[src/include/hub_desc_pkg.sv]
package hub_desc_pkg;

  // ---------------------------------------------------------------
  // Descriptor lengths and types
  // ---------------------------------------------------------------
  localparam logic [7:0] LEN_DEVICE = 8'h12;
  localparam logic [7:0] LEN_QUALIFIER = 8'h0a;
  localparam logic [7:0] LEN_CONFIG = 8'h09;
  localparam logic [7:0] LEN_INTERFACE = 8'h09;
  localparam logic [7:0] LEN_ENDPOINT = 8'h07;
  localparam logic [7:0] TYPE_DEVICE = 8'h01;
  localparam logic [7:0] TYPE_CONFIG = 8'h02;
  localparam logic [7:0] TYPE_INTERFACE = 8'h04;
  localparam logic [7:0] TYPE_ENDPOINT = 8'h05;
  localparam logic [7:0] TYPE_QUALIFIER = 8'h06;
  localparam logic [7:0] TYPE_OTHER_SPEED = 8'h07;

  // ---------------------------------------------------------------
  // Device and qualifier fields
  // ---------------------------------------------------------------
  localparam logic [15:0] USB_RELEASE = 16'h0200;
  localparam logic [7:0] HUB_CLASS = 8'h09;
  localparam logic [7:0] HUB_SUBCLASS = 8'h00;
  localparam logic [7:0] DEV_PROTOCOL = 8'h01;
  localparam logic [7:0] QUAL_PROTOCOL = 8'h00;
  localparam logic [7:0] EP0_MAX_PACKET = 8'h40;
  localparam logic [7:0] NUM_CONFIGS = 8'h01;
  localparam logic [7:0] STRING_NONE = 8'h00;
  localparam logic [7:0] RESERVED_ZERO = 8'h00;
  localparam logic [7:0] RELEASE_LOW = 8'h00;
  localparam logic [6:0] OFS_VENDOR = 7'h08;
  localparam logic [6:0] OFS_PRODUCT = 7'h0a;
  localparam logic [6:0] OFS_RELEASE = 7'h0c;

  // ---------------------------------------------------------------
  // Configuration, interface and endpoint fields
  // ---------------------------------------------------------------
  localparam logic [15:0] TOTAL_SINGLE = 16'h0019;
  localparam logic [15:0] TOTAL_MULTI = 16'h0029;
  localparam logic [7:0] NUM_INTERFACES = 8'h01;
  localparam logic [7:0] CONFIG_VALUE = 8'h01;
  localparam logic [7:0] ATTR_BUS = 8'ha0;
  localparam logic [7:0] ATTR_SELF = 8'he0;
  localparam logic [7:0] IF_NUMBER = 8'h00;
  localparam logic [7:0] ALT_SINGLE = 8'h00;
  localparam logic [7:0] ALT_MULTI = 8'h01;
  localparam logic [7:0] IF_ENDPOINTS = 8'h01;
  localparam logic [7:0] PROTO_SINGLE = 8'h00;
  localparam logic [7:0] PROTO_MULTI = 8'h02;
  localparam logic [7:0] EP_ADDRESS = 8'h81;
  localparam logic [7:0] EP_XFER_INTERRUPT = 8'h03;
  localparam logic [15:0] EP_MAX_PACKET = 16'h0001;
  localparam logic [7:0] EP_INTERVAL = 8'h0c;

  // ---------------------------------------------------------------
  // Segment starts inside a configuration set
  // ---------------------------------------------------------------
  localparam logic [6:0] SEG_IF0 = 7'h09;
  localparam logic [6:0] SEG_EP0 = 7'h12;
  localparam logic [6:0] SEG_IF1 = 7'h19;
  localparam logic [6:0] SEG_EP1 = 7'h22;

  // ---------------------------------------------------------------
  // Reset values and types
  // ---------------------------------------------------------------
  localparam logic [6:0] RESET_COUNT = 7'h00;
  localparam logic [7:0] RESET_BYTE = 8'h00;

  typedef enum logic [1:0] {
    KIND_DEVICE = 2'b00,
    KIND_QUALIFIER = 2'b01,
    KIND_CONFIG = 2'b10,
    KIND_OTHER_SPEED = 2'b11
  } desc_kind_t;

  typedef enum logic [0:0] {
    ST_IDLE = 1'b0,
    ST_SEND = 1'b1
  } fsm_t;

endpackage

[src/include/desc_byte_if.sv]
`timescale 1ns/1ns
`default_nettype none
interface desc_byte_if;
  logic valid;
  logic ready;
  logic [7:0] data;
  logic last;
  modport src (output valid, output data, output last, input ready);
  modport sink (input valid, input data, input last, output ready);
endinterface
`default_nettype wire

[src/logic/byte_stage.sv]
`timescale 1ns/1ns
`default_nettype none
module byte_stage (
  // Clock and reset
  input wire logic core_clk,
  input wire logic rstn,
  // Byte offer from the sequencer
  desc_byte_if.sink in,
  // Byte stream to the host side
  output logic out_valid,
  output logic [7:0] out_data,
  output logic out_last,
  input wire logic out_ready
);
  typedef struct packed {
    logic valid;
    logic [7:0] data;
    logic last;
  } stage_t;

  stage_t st;
  stage_t next_st;

  // One holding slot; it refills in the cycle it empties.
  assign in.ready = !st.valid || out_ready;

  always_comb begin
    next_st = st;
    if (in.ready) begin
      next_st.valid = in.valid;
      next_st.data = in.data;
      next_st.last = in.last;
    end
  end

  always_ff @(posedge core_clk or negedge rstn) begin
    if (!rstn) begin
      st <= '{valid: 1'b0, data: hub_desc_pkg::RESET_BYTE, last: 1'b0};
    end else begin
      st <= next_st;
    end
  end

  assign out_valid = st.valid;
  assign out_data = st.data;
  assign out_last = st.last;
endmodule
`default_nettype wire

[src/logic/hub_descriptor_responder.sv]
`timescale 1ns/1ns
`default_nettype none
// Behaviour
// - Multi-TT interface and endpoint only in other-speed, when enabled.
// - Multi-TT interface: alt 01h, class 09h, protocol 02h.
// - Endpoint: 81h, interrupt, packet 0001h, interval 0Ch.
// - Device: 0200h, class 09h, protocol 01h, 40h.
// - Release defaults to revision byte, then 00h.
// - Vendor/product ids from loaded values else defaults.
// - Qualifier: ten bytes, type 06h, one configuration.
// - Configuration: total 0019h, one interface, value 01h.
// - Attributes A0h bus powered, E0h self powered.
// - Attributes always advertise remote wakeup.
// - Maximum power counts whole hub, 2mA units.
// - Maximum power chosen by power source bit.
// - Single-TT interface: alt zero, protocol 00h.
// - Other-speed: type 07h, total 0019h when single-TT, same power.
// - Lengths 12h, 09h, 09h, 07h per descriptor.
// - All string indices report 00h.
// - Multi-TT other-speed total length becomes 0029h.
module hub_descriptor_responder #(
  parameter int MAX_LEN_WIDTH = 16,
  // Arbitrary neutral identity defaults.
  parameter logic [15:0] VENDOR_DEFAULT = 16'h1234,
  parameter logic [15:0] PRODUCT_DEFAULT = 16'h5678
) (
  // Clock and reset
  input wire logic core_clk,
  input wire logic rstn,
  // Descriptor request
  input wire logic req_valid,
  input wire logic [1:0] req_kind,
  input wire logic [MAX_LEN_WIDTH-1:0] req_max_len,
  output logic req_ready,
  // Descriptor byte stream
  output logic out_valid,
  output logic [7:0] out_data,
  output logic out_last,
  input wire logic out_ready,
  // Transfer status
  output logic xfer_done,
  output logic busy,
  // Operating configuration
  input wire logic power_source_select,
  input wire logic multi_translator_enable,
  // Values from the configuration memory loader
  input wire logic ids_loaded,
  input wire logic [15:0] vendor_id_loaded,
  input wire logic [15:0] product_id_loaded,
  input wire logic [15:0] release_loaded,
  input wire logic [7:0] silicon_revision,
  input wire logic [7:0] max_current_bus_powered,
  input wire logic [7:0] max_current_self_powered
);

  // ---------------------------------------------------------------
  // Parameter check
  // ---------------------------------------------------------------
  if (MAX_LEN_WIDTH < 7) begin : g_bad_width
    $error("MAX_LEN_WIDTH must be at least 7");
  end

  // ---------------------------------------------------------------
  // State
  // ---------------------------------------------------------------
  typedef struct packed {
    hub_desc_pkg::fsm_t fsm;
    hub_desc_pkg::desc_kind_t kind;
    logic power_self;
    logic multi_tt;
    logic [6:0] offset;
    logic [6:0] count;
    logic done;
  } responder_state_t;

  responder_state_t st;
  responder_state_t next_st;

  desc_byte_if offer ();

  logic [15:0] vendor_word;
  logic [15:0] product_word;
  logic [15:0] release_word;
  logic [15:0] release_default;
  logic [7:0] attr_byte;
  logic [7:0] power_byte;
  logic [6:0] desc_len;
  logic [6:0] send_len;
  logic [7:0] cur_byte;

  // ---------------------------------------------------------------
  // Loaded or built-in identity words
  // ---------------------------------------------------------------
  assign release_default = {silicon_revision, hub_desc_pkg::RELEASE_LOW};

  word_source u_vendor (
    .use_loaded(ids_loaded),
    .loaded_word(vendor_id_loaded),
    .default_word(VENDOR_DEFAULT),
    .word(vendor_word)
  );

  word_source u_product (
    .use_loaded(ids_loaded),
    .loaded_word(product_id_loaded),
    .default_word(PRODUCT_DEFAULT),
    .word(product_word)
  );

  word_source u_release (
    .use_loaded(ids_loaded),
    .loaded_word(release_loaded),
    .default_word(release_default),
    .word(release_word)
  );

  // ---------------------------------------------------------------
  // Power dependent fields
  // ---------------------------------------------------------------
  // Both encodings carry the remote wakeup bit, so no mode clears it.
  assign attr_byte = st.power_self ? hub_desc_pkg::ATTR_SELF
                                   : hub_desc_pkg::ATTR_BUS;
  // The loader already holds the whole-hub draw in 2mA units.
  assign power_byte = st.power_self ? max_current_self_powered
                                    : max_current_bus_powered;

  // ---------------------------------------------------------------
  // Descriptor byte tables
  // ---------------------------------------------------------------
  function automatic logic [7:0] device_byte(
    input logic [6:0] ofs,
    input logic [15:0] vid,
    input logic [15:0] pid,
    input logic [15:0] rel
  );
    case (ofs)
      7'h00: device_byte = hub_desc_pkg::LEN_DEVICE;
      7'h01: device_byte = hub_desc_pkg::TYPE_DEVICE;
      7'h02: device_byte = hub_desc_pkg::USB_RELEASE[7:0];
      7'h03: device_byte = hub_desc_pkg::USB_RELEASE[15:8];
      7'h04: device_byte = hub_desc_pkg::HUB_CLASS;
      7'h05: device_byte = hub_desc_pkg::HUB_SUBCLASS;
      7'h06: device_byte = hub_desc_pkg::DEV_PROTOCOL;
      7'h07: device_byte = hub_desc_pkg::EP0_MAX_PACKET;
      hub_desc_pkg::OFS_VENDOR: device_byte = vid[7:0];
      7'h09: device_byte = vid[15:8];
      hub_desc_pkg::OFS_PRODUCT: device_byte = pid[7:0];
      7'h0b: device_byte = pid[15:8];
      hub_desc_pkg::OFS_RELEASE: device_byte = rel[7:0];
      7'h0d: device_byte = rel[15:8];
      7'h0e: device_byte = hub_desc_pkg::STRING_NONE;
      7'h0f: device_byte = hub_desc_pkg::STRING_NONE;
      7'h10: device_byte = hub_desc_pkg::STRING_NONE;
      7'h11: device_byte = hub_desc_pkg::NUM_CONFIGS;
      default: device_byte = hub_desc_pkg::RESERVED_ZERO;
    endcase
  endfunction

  function automatic logic [7:0] qualifier_byte(input logic [6:0] ofs);
    case (ofs)
      7'h00: qualifier_byte = hub_desc_pkg::LEN_QUALIFIER;
      7'h01: qualifier_byte = hub_desc_pkg::TYPE_QUALIFIER;
      7'h02: qualifier_byte = hub_desc_pkg::USB_RELEASE[7:0];
      7'h03: qualifier_byte = hub_desc_pkg::USB_RELEASE[15:8];
      7'h04: qualifier_byte = hub_desc_pkg::HUB_CLASS;
      7'h05: qualifier_byte = hub_desc_pkg::HUB_SUBCLASS;
      7'h06: qualifier_byte = hub_desc_pkg::QUAL_PROTOCOL;
      7'h07: qualifier_byte = hub_desc_pkg::EP0_MAX_PACKET;
      7'h08: qualifier_byte = hub_desc_pkg::NUM_CONFIGS;
      default: qualifier_byte = hub_desc_pkg::RESERVED_ZERO;
    endcase
  endfunction

  function automatic logic [7:0] config_byte(
    input logic [6:0] ofs,
    input logic [7:0] dtype,
    input logic [15:0] total,
    input logic [7:0] attr,
    input logic [7:0] maxp
  );
    case (ofs)
      7'h00: config_byte = hub_desc_pkg::LEN_CONFIG;
      7'h01: config_byte = dtype;
      7'h02: config_byte = total[7:0];
      7'h03: config_byte = total[15:8];
      7'h04: config_byte = hub_desc_pkg::NUM_INTERFACES;
      7'h05: config_byte = hub_desc_pkg::CONFIG_VALUE;
      7'h06: config_byte = hub_desc_pkg::STRING_NONE;
      7'h07: config_byte = attr;
      7'h08: config_byte = maxp;
      default: config_byte = hub_desc_pkg::RESERVED_ZERO;
    endcase
  endfunction

  function automatic logic [7:0] iface_byte(
    input logic [6:0] ofs,
    input logic [7:0] alt,
    input logic [7:0] proto
  );
    case (ofs)
      7'h00: iface_byte = hub_desc_pkg::LEN_INTERFACE;
      7'h01: iface_byte = hub_desc_pkg::TYPE_INTERFACE;
      7'h02: iface_byte = hub_desc_pkg::IF_NUMBER;
      7'h03: iface_byte = alt;
      7'h04: iface_byte = hub_desc_pkg::IF_ENDPOINTS;
      7'h05: iface_byte = hub_desc_pkg::HUB_CLASS;
      7'h06: iface_byte = hub_desc_pkg::HUB_SUBCLASS;
      7'h07: iface_byte = proto;
      7'h08: iface_byte = hub_desc_pkg::STRING_NONE;
      default: iface_byte = hub_desc_pkg::RESERVED_ZERO;
    endcase
  endfunction

  function automatic logic [7:0] endpoint_byte(input logic [6:0] ofs);
    case (ofs)
      7'h00: endpoint_byte = hub_desc_pkg::LEN_ENDPOINT;
      7'h01: endpoint_byte = hub_desc_pkg::TYPE_ENDPOINT;
      7'h02: endpoint_byte = hub_desc_pkg::EP_ADDRESS;
      7'h03: endpoint_byte = hub_desc_pkg::EP_XFER_INTERRUPT;
      7'h04: endpoint_byte = hub_desc_pkg::EP_MAX_PACKET[7:0];
      7'h05: endpoint_byte = hub_desc_pkg::EP_MAX_PACKET[15:8];
      7'h06: endpoint_byte = hub_desc_pkg::EP_INTERVAL;
      default: endpoint_byte = hub_desc_pkg::RESERVED_ZERO;
    endcase
  endfunction

  // A configuration set is the configuration header followed by its
  // interface and endpoint; the multi-TT pair sits behind them and is
  // only reached when the length allows it.
  function automatic logic [7:0] set_byte(
    input logic [6:0] ofs,
    input logic [7:0] dtype,
    input logic [15:0] total,
    input logic [7:0] attr,
    input logic [7:0] maxp
  );
    if (ofs < hub_desc_pkg::SEG_IF0) begin
      set_byte = config_byte(ofs, dtype, total, attr, maxp);
    end else if (ofs < hub_desc_pkg::SEG_EP0) begin
      set_byte = iface_byte(ofs - hub_desc_pkg::SEG_IF0,
                            hub_desc_pkg::ALT_SINGLE,
                            hub_desc_pkg::PROTO_SINGLE);
    end else if (ofs < hub_desc_pkg::SEG_IF1) begin
      set_byte = endpoint_byte(ofs - hub_desc_pkg::SEG_EP0);
    end else if (ofs < hub_desc_pkg::SEG_EP1) begin
      set_byte = iface_byte(ofs - hub_desc_pkg::SEG_IF1,
                            hub_desc_pkg::ALT_MULTI,
                            hub_desc_pkg::PROTO_MULTI);
    end else begin
      set_byte = endpoint_byte(ofs - hub_desc_pkg::SEG_EP1);
    end
  endfunction

  // ---------------------------------------------------------------
  // Length and byte selection
  // ---------------------------------------------------------------
  always_comb begin
    case (st.kind)
      hub_desc_pkg::KIND_DEVICE: desc_len = hub_desc_pkg::LEN_DEVICE[6:0];
      hub_desc_pkg::KIND_QUALIFIER:
        desc_len = hub_desc_pkg::LEN_QUALIFIER[6:0];
      hub_desc_pkg::KIND_CONFIG:
        desc_len = hub_desc_pkg::TOTAL_SINGLE[6:0];
      hub_desc_pkg::KIND_OTHER_SPEED:
        desc_len = st.multi_tt ? hub_desc_pkg::TOTAL_MULTI[6:0]
                               : hub_desc_pkg::TOTAL_SINGLE[6:0];
      default: desc_len = hub_desc_pkg::TOTAL_SINGLE[6:0];
    endcase
  end

  always_comb begin
    case (st.kind)
      hub_desc_pkg::KIND_DEVICE:
        cur_byte = device_byte(st.offset, vendor_word, product_word,
                               release_word);
      hub_desc_pkg::KIND_QUALIFIER: cur_byte = qualifier_byte(st.offset);
      hub_desc_pkg::KIND_CONFIG:
        cur_byte = set_byte(st.offset, hub_desc_pkg::TYPE_CONFIG,
                            hub_desc_pkg::TOTAL_SINGLE, attr_byte,
                            power_byte);
      hub_desc_pkg::KIND_OTHER_SPEED:
        cur_byte = set_byte(st.offset, hub_desc_pkg::TYPE_OTHER_SPEED,
                            st.multi_tt ? hub_desc_pkg::TOTAL_MULTI
                                        : hub_desc_pkg::TOTAL_SINGLE,
                            attr_byte, power_byte);
      default: cur_byte = hub_desc_pkg::RESERVED_ZERO;
    endcase
  end

  // The host may ask for fewer bytes than the descriptor holds.
  assign send_len = (st.count < desc_len) ? st.count : desc_len;

  // ---------------------------------------------------------------
  // Sequencer
  // ---------------------------------------------------------------
  assign req_ready = (st.fsm == hub_desc_pkg::ST_IDLE);
  assign offer.valid = (st.fsm == hub_desc_pkg::ST_SEND);
  assign offer.data = cur_byte;
  assign offer.last = (st.offset == send_len - 7'h01);

  always_comb begin
    next_st = st;
    next_st.done = 1'b0;
    case (st.fsm)
      hub_desc_pkg::ST_IDLE: begin
        if (req_valid) begin
          next_st.kind = hub_desc_pkg::desc_kind_t'(req_kind);
          // Mode bits are frozen for the whole transfer so that the
          // length field and the bytes sent always agree.
          next_st.power_self = power_source_select;
          next_st.multi_tt = multi_translator_enable;
          next_st.offset = hub_desc_pkg::RESET_COUNT;
          next_st.count = (req_max_len > MAX_LEN_WIDTH'(7'h7f)) ?
                          7'h7f : req_max_len[6:0];
          next_st.done = (req_max_len == '0);
          if (req_max_len != '0) begin
            next_st.fsm = hub_desc_pkg::ST_SEND;
          end
        end
      end
      hub_desc_pkg::ST_SEND: begin
        if (offer.ready) begin
          if (offer.last) begin
            next_st.fsm = hub_desc_pkg::ST_IDLE;
            next_st.done = 1'b1;
          end else begin
            next_st.offset = st.offset + 7'h01;
          end
        end
      end
      default: next_st.fsm = hub_desc_pkg::ST_IDLE;
    endcase
  end

  always_ff @(posedge core_clk or negedge rstn) begin
    if (!rstn) begin
      st <= '{fsm: hub_desc_pkg::ST_IDLE,
              kind: hub_desc_pkg::KIND_DEVICE,
              power_self: 1'b0,
              multi_tt: 1'b0,
              offset: hub_desc_pkg::RESET_COUNT,
              count: hub_desc_pkg::RESET_COUNT,
              done: 1'b0};
    end else begin
      st <= next_st;
    end
  end

  assign xfer_done = st.done;
  assign busy = (st.fsm == hub_desc_pkg::ST_SEND);

  // ---------------------------------------------------------------
  // Output stage
  // ---------------------------------------------------------------
  byte_stage u_stage (
    .core_clk(core_clk),
    .rstn(rstn),
    .in(offer),
    .out_valid(out_valid),
    .out_data(out_data),
    .out_last(out_last),
    .out_ready(out_ready)
  );

endmodule
`default_nettype wire

[src/logic/word_source.sv]
`timescale 1ns/1ns
`default_nettype none
module word_source (
  // Selection
  input wire logic use_loaded,
  // Candidate words
  input wire logic [15:0] loaded_word,
  input wire logic [15:0] default_word,
  // Result
  output logic [15:0] word
);
  assign word = use_loaded ? loaded_word : default_word;
endmodule
`default_nettype wire

[config.mk]
export PLATFORM = sky130hd
export DESIGN_NAME = hub_descriptor_responder
export DESIGN_NICKNAME = d
export VERILOG_FILES = /design/src/include/hub_desc_pkg.sv /design/src/include/desc_byte_if.sv /design/src/logic/byte_stage.sv /design/src/logic/hub_descriptor_responder.sv /design/src/logic/word_source.sv
export SDC_FILE = /design/constraint.sdc
export NUM_CORES = 1
export LEC_CHECK = 0
export BUFFER_PORTS_ARGS = -buffer_cell sky130_fd_sc_hd__clkbuf_2
export CAP_MARGIN = 10
export CORE_AREA = 2 2 92 94
export CTS_CLUSTER_SIZE = 20
export DETAILED_ROUTE_END_ITERATION = 16
export DIE_AREA = 0 0 94 96
export GPL_TIMING_DRIVEN = 0
export PLACE_DENSITY = 0.62
export RECOVER_POWER = 100
export SYNTH_ARGS = -nofsm -noshare
export SYNTH_HDL_FRONTEND = slang
export SYNTH_SLANG_ARGS = --single-unit
[constraint.sdc]
create_clock -name core_clk -period 8.72 [get_ports core_clk]
set_input_delay 1.308 -clock core_clk [delete_from_list [all_inputs] [get_ports core_clk]]
set_output_delay 1.308 -clock core_clk [all_outputs]
set_load 0.05 [all_outputs]
After elaboration in Yosys (flattened, before gate mapping). Memories as Yosys holds them, arrays and structs flattened. Index checks and enable logic that the tools add are counted.

Mux-type cells: 40. Bitwise gates (word level): 1. Eq/ne operators: 31. $lt $le $gt $ge: 6. Reductions and logical operators: 15. Add/sub/neg operators: 6.

Operators by type and width (count): 8-bit case mux with 6 select lines (3); 8-bit 2-to-1 mux (14); 8-bit case mux with 11 select lines (1); 7-bit by 3-bit equality test with 1-bit output, second input constant (8); 8-bit case mux with 7 select lines (1); 16-bit 2-to-1 mux (3); 7-bit by 2-bit equality test with 1-bit output, second input constant (6); 7-bit by 4-bit equality test with 1-bit output, second input constant (6); 7-bit 2-to-1 mux (5); 8-bit case mux with 4 select lines (1); 7-bit case mux with 4 select lines (1); 7-bit by 1-bit equality test with 1-bit output, second input constant (3); 7-bit logical NOT (3); 20-bit 2-to-1 mux (1); 16-bit by 7-bit > comparator with 1-bit output, second input constant (1); 16-bit logical NOT (1); 16-bit nonzero test (1); 7-bit by 5-bit less-than comparator with 1-bit output, second input constant (2); 7-bit case mux with 2 select lines (1); 7-bit by 5-bit subtractor with 7-bit output, second input constant (2); 6-bit 2-to-1 mux (2); 3-bit logical NOT (3); 7-bit by 1-bit adder with 7-bit output, second input constant (1); 7-bit by 5-bit equality test with 1-bit output, second input constant (1); other kinds (21) (28).

Bits of input ports: 97. Bits in read-only memories: 304. Logic and storage cells: 114. Register bits: 30. Memories kept: 5. Output and inout port bits: 13.

Memories: (name not given) (words 16, bits a word 5, read ports 1, clocked after memory_dff 0, wr ports 0, line hub_descriptor_responder.sv:160) `case (ofs)`; (name not given) (words 16, bits a word 4, read ports 1, clocked after memory_dff 0, wr ports 0, line hub_descriptor_responder.sv:200) `case (ofs)`; (name not given) (words 16, bits a word 4, read ports 1, clocked after memory_dff 0, wr ports 0, line hub_descriptor_responder.sv:200); (name not given) (words 16, bits a word 3, read ports 1, clocked after memory_dff 0, wr ports 0, line hub_descriptor_responder.sv:200); (name not given) (words 16, bits a word 3, read ports 1, clocked after memory_dff 0, wr ports 0, line hub_descriptor_responder.sv:200).

Logic depth before layout (Yosys ltp).
Depth after elaboration: 9. Mapped depth: 17. Gate-level depth less buffers: 16.

Modules after synthesis. From an unflattened synthesis, not the netlist that was laid out.

Cell total of the unflattened synthesis: 425. Area total of the unflattened synthesis: 3751.1 sq um.

By module, submodules not included: hub_descriptor_responder (cells each 349, seq. area each 500.5 sq um, area an instance 2591.2 sq um, instances 1); word_source (cells each 18, seq. area each 0.0 sq um, area an instance 249.0 sq um, instances 3); byte_stage (cells each 22, seq. area each 250.2 sq um, area an instance 412.9 sq um, instances 1).

Worst setup path before layout. OpenSTA, ideal clock, no wires.

Path kind: register to register. Start point: register st[17] (netlist name). End point: register st[10] (netlist name). Clock period less this slack: 3923 ps. Arrival time: 3798 ps. Required time: 8595 ps. Setup slack: 4797 ps. Stages on the path, launching flop included: 17. Path buffers: 2. Setup time: 125 ps. Cells stage by stage: dfrtp_1 -> clkbuf_1 -> o21ai_0 -> inv_1 -> ha_1 -> a21o_1 -> a211oi_2 -> o21a_4 -> mux2i_1 -> ha_1 -> xnor2_1 -> a21oi_1 -> or3b_1 -> or4_1 -> buf_2 -> o21bai_4 -> mux2_4.

Cells in the longest elaborated chain, start to end: 8. Elaborated cells on any way between the ends: 11. Those cells by class: add/sub (1); order compare (1); eq/ne (5); mux (2); reduce/logical (2).

Ends and longest elaborated chain: start: declaration (line hub_descriptor_responder.sv:76) `responder_state_t st;`; start signal: assignment (line hub_descriptor_responder.sv:337) `st <= '{fsm: hub_desc_pkg::ST_IDLE,`; start signal: assignment (line hub_descriptor_responder.sv:345) `st <= next_st;`; 2-bit equality test (tied with other cells) (line hub_descriptor_responder.sv:258) `case (st.kind)`; 7-bit case mux with 4 select lines * (line hub_descriptor_responder.sv:258); 7-bit less-than comparator (line hub_descriptor_responder.sv:291) `assign send_len = (st.count < desc_len) ? st.count : desc_len;`; 7-bit 2-to-1 mux * (line hub_descriptor_responder.sv:291); 7-bit by 1-bit subtractor with 7-bit output * (line hub_descriptor_responder.sv:299) `assign offer.last = (st.offset == send_len - 7'h01);`; 7-bit equality test * (line hub_descriptor_responder.sv:299); 2-bit != test (no source line) *; 3-bit AND reduction (no source line) *.

Every way passes the cells marked *; elsewhere a longest branch is shown, timed or not. The select of a mux whose other input is x is not followed. A chain may end at the register's enable or synchronous reset.

Final worst setup path.
Start point: register st[17] (netlist name). End point: register st[9] (netlist name).

Same word-level chain as after synthesis.

==> metrics.md <==
| Metric | Value |
|---|---|
| Critical path arrival | `a little over 5000 ps` |
| Yosys cell types | `between 60 and 70` |
| Clk_skew | `7.01 ps` |
| Sequential fraction of the synthesis area | `0.241` |
| CTS Hold Bufs | `0` |
| Critical path class | `flip-flop to flip-flop` |
| Crit path max fanout | `10` |
| Cell Pwr Density | `362 nW/um^2` |
| Starting Density | `0.388` |
| Worst path slowest cell | `clkbuf_1` |
| Max Cap Violations | `1` |
| Nets | `641` |
| CP Data Required Time | `roughly 8900 ps` |
| Per-cell routed wire length | `17.1 um` |
| First-pass GRT wire length | `approximately 17000 um` |
| Register bit total from synthesis | `30` |
| Congestion Overflow GR | `0` |
| Design Area, Final | `around 3800 um^2` |
| F_max | `between 200 and 250 MHz` |
| Final TNS setup | `0 ps` |
| Max incr delay on CP | `about 470 ps` |
| Critical Path, Cell by Cell | `clkbuf_1, o21ai_0, inv_1, ha_1, a21o_1, a211oi_1, o21a_4, mux2i_1, ha_1, xnor2_1, a21oi_1, or3b_1, or4_1, clkbuf_1, o21bai_1, mux2_2` |
| Async S/R FF share, synth | `1.00` |
| Final Hold Vio Count | `0` |
| Period utilisation layout | `0.572` |
| Slew HR | `-0.0798` |
| Placed Area | `3790 um^2` |
| Die width | `between 90 and 100 um` |
| Worst-path clk slew | `approximately 70 ps` |
| Std cell rows | `33` |
| Crit-path leading delay family | `compound AO/OA/AOI/OAI gates` |
| Worst vdd ir | `~0.18 mV` |
| Final Slew Violations | `31` |
| Post-Syn Area per Cell | `between 7 and 8 um^2` |
| Final ANT Viol Nets | `0` |
| Failing checks | `max-capacitance violations, max-slew violations` |
| WL final | `about 11000 um` |
| DRC | `0` |
| Hpwl dp | `8510 um` |
| Placeable Area | `between 8000 and 9000 um^2` |
| Vias in the first global route | `3443` |
| # port buffers | `~110` |
| ANT cells | `0` |
| WHS | `476 ps` |
| Worst-skew pair later-pin latency | `between 200 and 300 ps` |
| Layout cell share with drive strength beyond 1 | `0.228` |
| Hold Path Class | `flip-flop to flip-flop` |
| Worst setup SP type | `flip-flop` |
| Fillers | `between 800 and 900` |
| Post-synthesis to final-layout area growth | `23.0%` |
| CTS resizes | `0` |
| Critical path buffers and inverters | `3` |
| Post-CTS Setup Bufs | `0` |
| Die area | `~9000 um^2` |
| Largest net degree at the start of global routing | `31` |
| Initial antenna violation count | `0` |
| CP Capture Type | `flip-flop` |
| Final core utilization | `0.477` |
| Clock net sink count | `30` |
| HP Start | `u_stage.out_data[4]$_DFFE_PN0P_` |
| CP startpoint | `st[17]$_DFFE_PN0P_` |
| Total GRT Usage | `0.243` |
| Number of synthesized flops with an enable pin | `0` |
| First drt pass iteration count | `7` |
| Cell Area, Synth | `3120 um^2` |
| Io pins | `110` |
| Largest cells by area after synthesis | `dfrtp_1 (24%), nand2_1 (6.3%), ha_1 (6.0%)` |
| CTS tree | `yes` |
| Vias | `roughly 3.7k` |
| Status | `finished with violations` |
| RSZ-0062 raised after global routing | `no` |
| Via density | `approximately 5.8` |
| Num CTS Buffers | `5` |
| Chip Height | `between 90 and 100 um` |
| Slew @ Worst Pin | `~1600 ps` |
| Share of the synthesized area in the top cell type | `0.241` |
| Leakage power | `~1.7 nW` |
| Root Driver | `clkbuf_8` |
| Worst R2R Start | `st[17]$_DFFE_PN0P_` |
| Ys flop type | `dfrtp_1` |
| Max clock buf depth | `2` |
| Final setup fails | `0` |
| Starting DRT DRC Count | `between 300 and 400` |
| H-tree Lvls | `2` |
| Synth Instances | `414` |
| Syn nets | `around 530` |
| Placer Congestion | `0.958` |
| Minimum clock period | `approximately 5000 ps` |
| Yosys warning total | `0` |
| Yosys top cell by area | `dfrtp_1` |
-- state kept, by name, summed over array words and instances (netlist names) --
signal and flops:
u_stage.out_last 1, xfer_done 1, u_stage.out_data 8, u_stage.out_valid 1, busy 1, st 18
-- cell usage in the layout (no fill, tap or decap), types with 4 or more instances in the layout --
master,netlist,layout
clkbuf_2,0,93
nand2_1,52,52
nor2_1,41,41
clkbuf_1,20,38
o21ai_0,31,31
dfrtp_1,30,30
a21oi_1,27,27
a22oi_1,17,17
inv_1,15,15
nor3_1,15,15
ha_1,15,15
nand3_1,14,14
mux2i_1,10,10
mux2_2,8,10
nor4_1,9,9
a31oi_1,8,8
nor2b_1,6,6
xnor2_1,6,6
clkbuf_8,0,6
nand2b_1,5,5
a221oi_1,5,5
a21o_1,4,4
a211oi_1,3,4
o22ai_1,4,4
-- area by class of cell --
type	count	area [um^2]	share of cell area
Multi-Input combinational cell	341	2180	0.568
Sequential cell	30	751	0.196
Timing Repair Buffer	108	522	0.136
Tap cell	105	131	0.0342
Buffer	27	104	0.0271
Clock buffer	7	86.3	0.0225
Inverter	16	60.1	0.0156
Clock inverter	1	5.00	0.00130
-- final timing paths --
kind	endpoint	slack, ps	cells past startpoint
worst min-delay path	u_stage.out_data[4]$_DFFE_PN0P_	480	2
min in group asynchronous	st[17]$_DFFE_PN0P_	1420	1
worst max-delay path	st[9]$_DFFE_PN0P_	3730	16
worst min register to register	u_stage.out_data[4]$_DFFE_PN0P_	480	2
max in group asynchronous	st[12]$_DFFE_PN0P_	6350	1
worst max register to register	st[9]$_DFFE_PN0P_	3730	16
-- synth_stat cells (all sizes together) (6+ instances only) --
library cell,count
ha,15
mux2,10
nand2,52
a22oi,17
nor2,41
mux2i,10
dfrtp,30
clkbuf,20
buf,7
o21ai,32
nor4,9
nor3,18
a21oi,27
nor2b,6
xnor2,6
a31oi,8
inv,15
nand3,14
-- layer usage --
layer | global-route usage | share of wire | routed length [um]
met1 | 0.357 | 0.47 | 5090
met2 | 0.368 | 0.45 | 4920
met3 | 0.0321 | 0.060 | 651
met4 | 0.0821 | 0.020 | 215
met5 | 0 | 0 | 0
-- cells by family after synthesis --
group | synth area share
XOR/XNOR | 0.0253
multiplexers | 0.0706
adder cells (fa/ha/maj) | 0.0601
AND/OR/NAND/NOR | 0.243
buffers and inverters | 0.0533
AO/OA/AOI/OAI | 0.307
flip-flops | 0.241
-- power breakdown --
part,total [mW],switching (mW),internal (mW)
registers,0.259,0.0615,0.197
logic,1.02,0.656,0.359
clock network,0.116,0.0521,0.0636
total,1.39,0.770,0.620
-- per-stage QoR --
step	worst slack, ps	cells	total power [mW]
after floorplan	4800	414	1.01
after global placement	4280	627	1.27
after detailed placement	4210	627	1.28
after CTS	4180	635	1.40
after global routing	3340	635	1.52
final	3730	635	1.39
-- worst min-delay path: stages (launching register included) --
cell	delay (ps)
dfrtp_1	350
nand2_1	50
nand2_1	50
(Power assumes the default switching activity.)
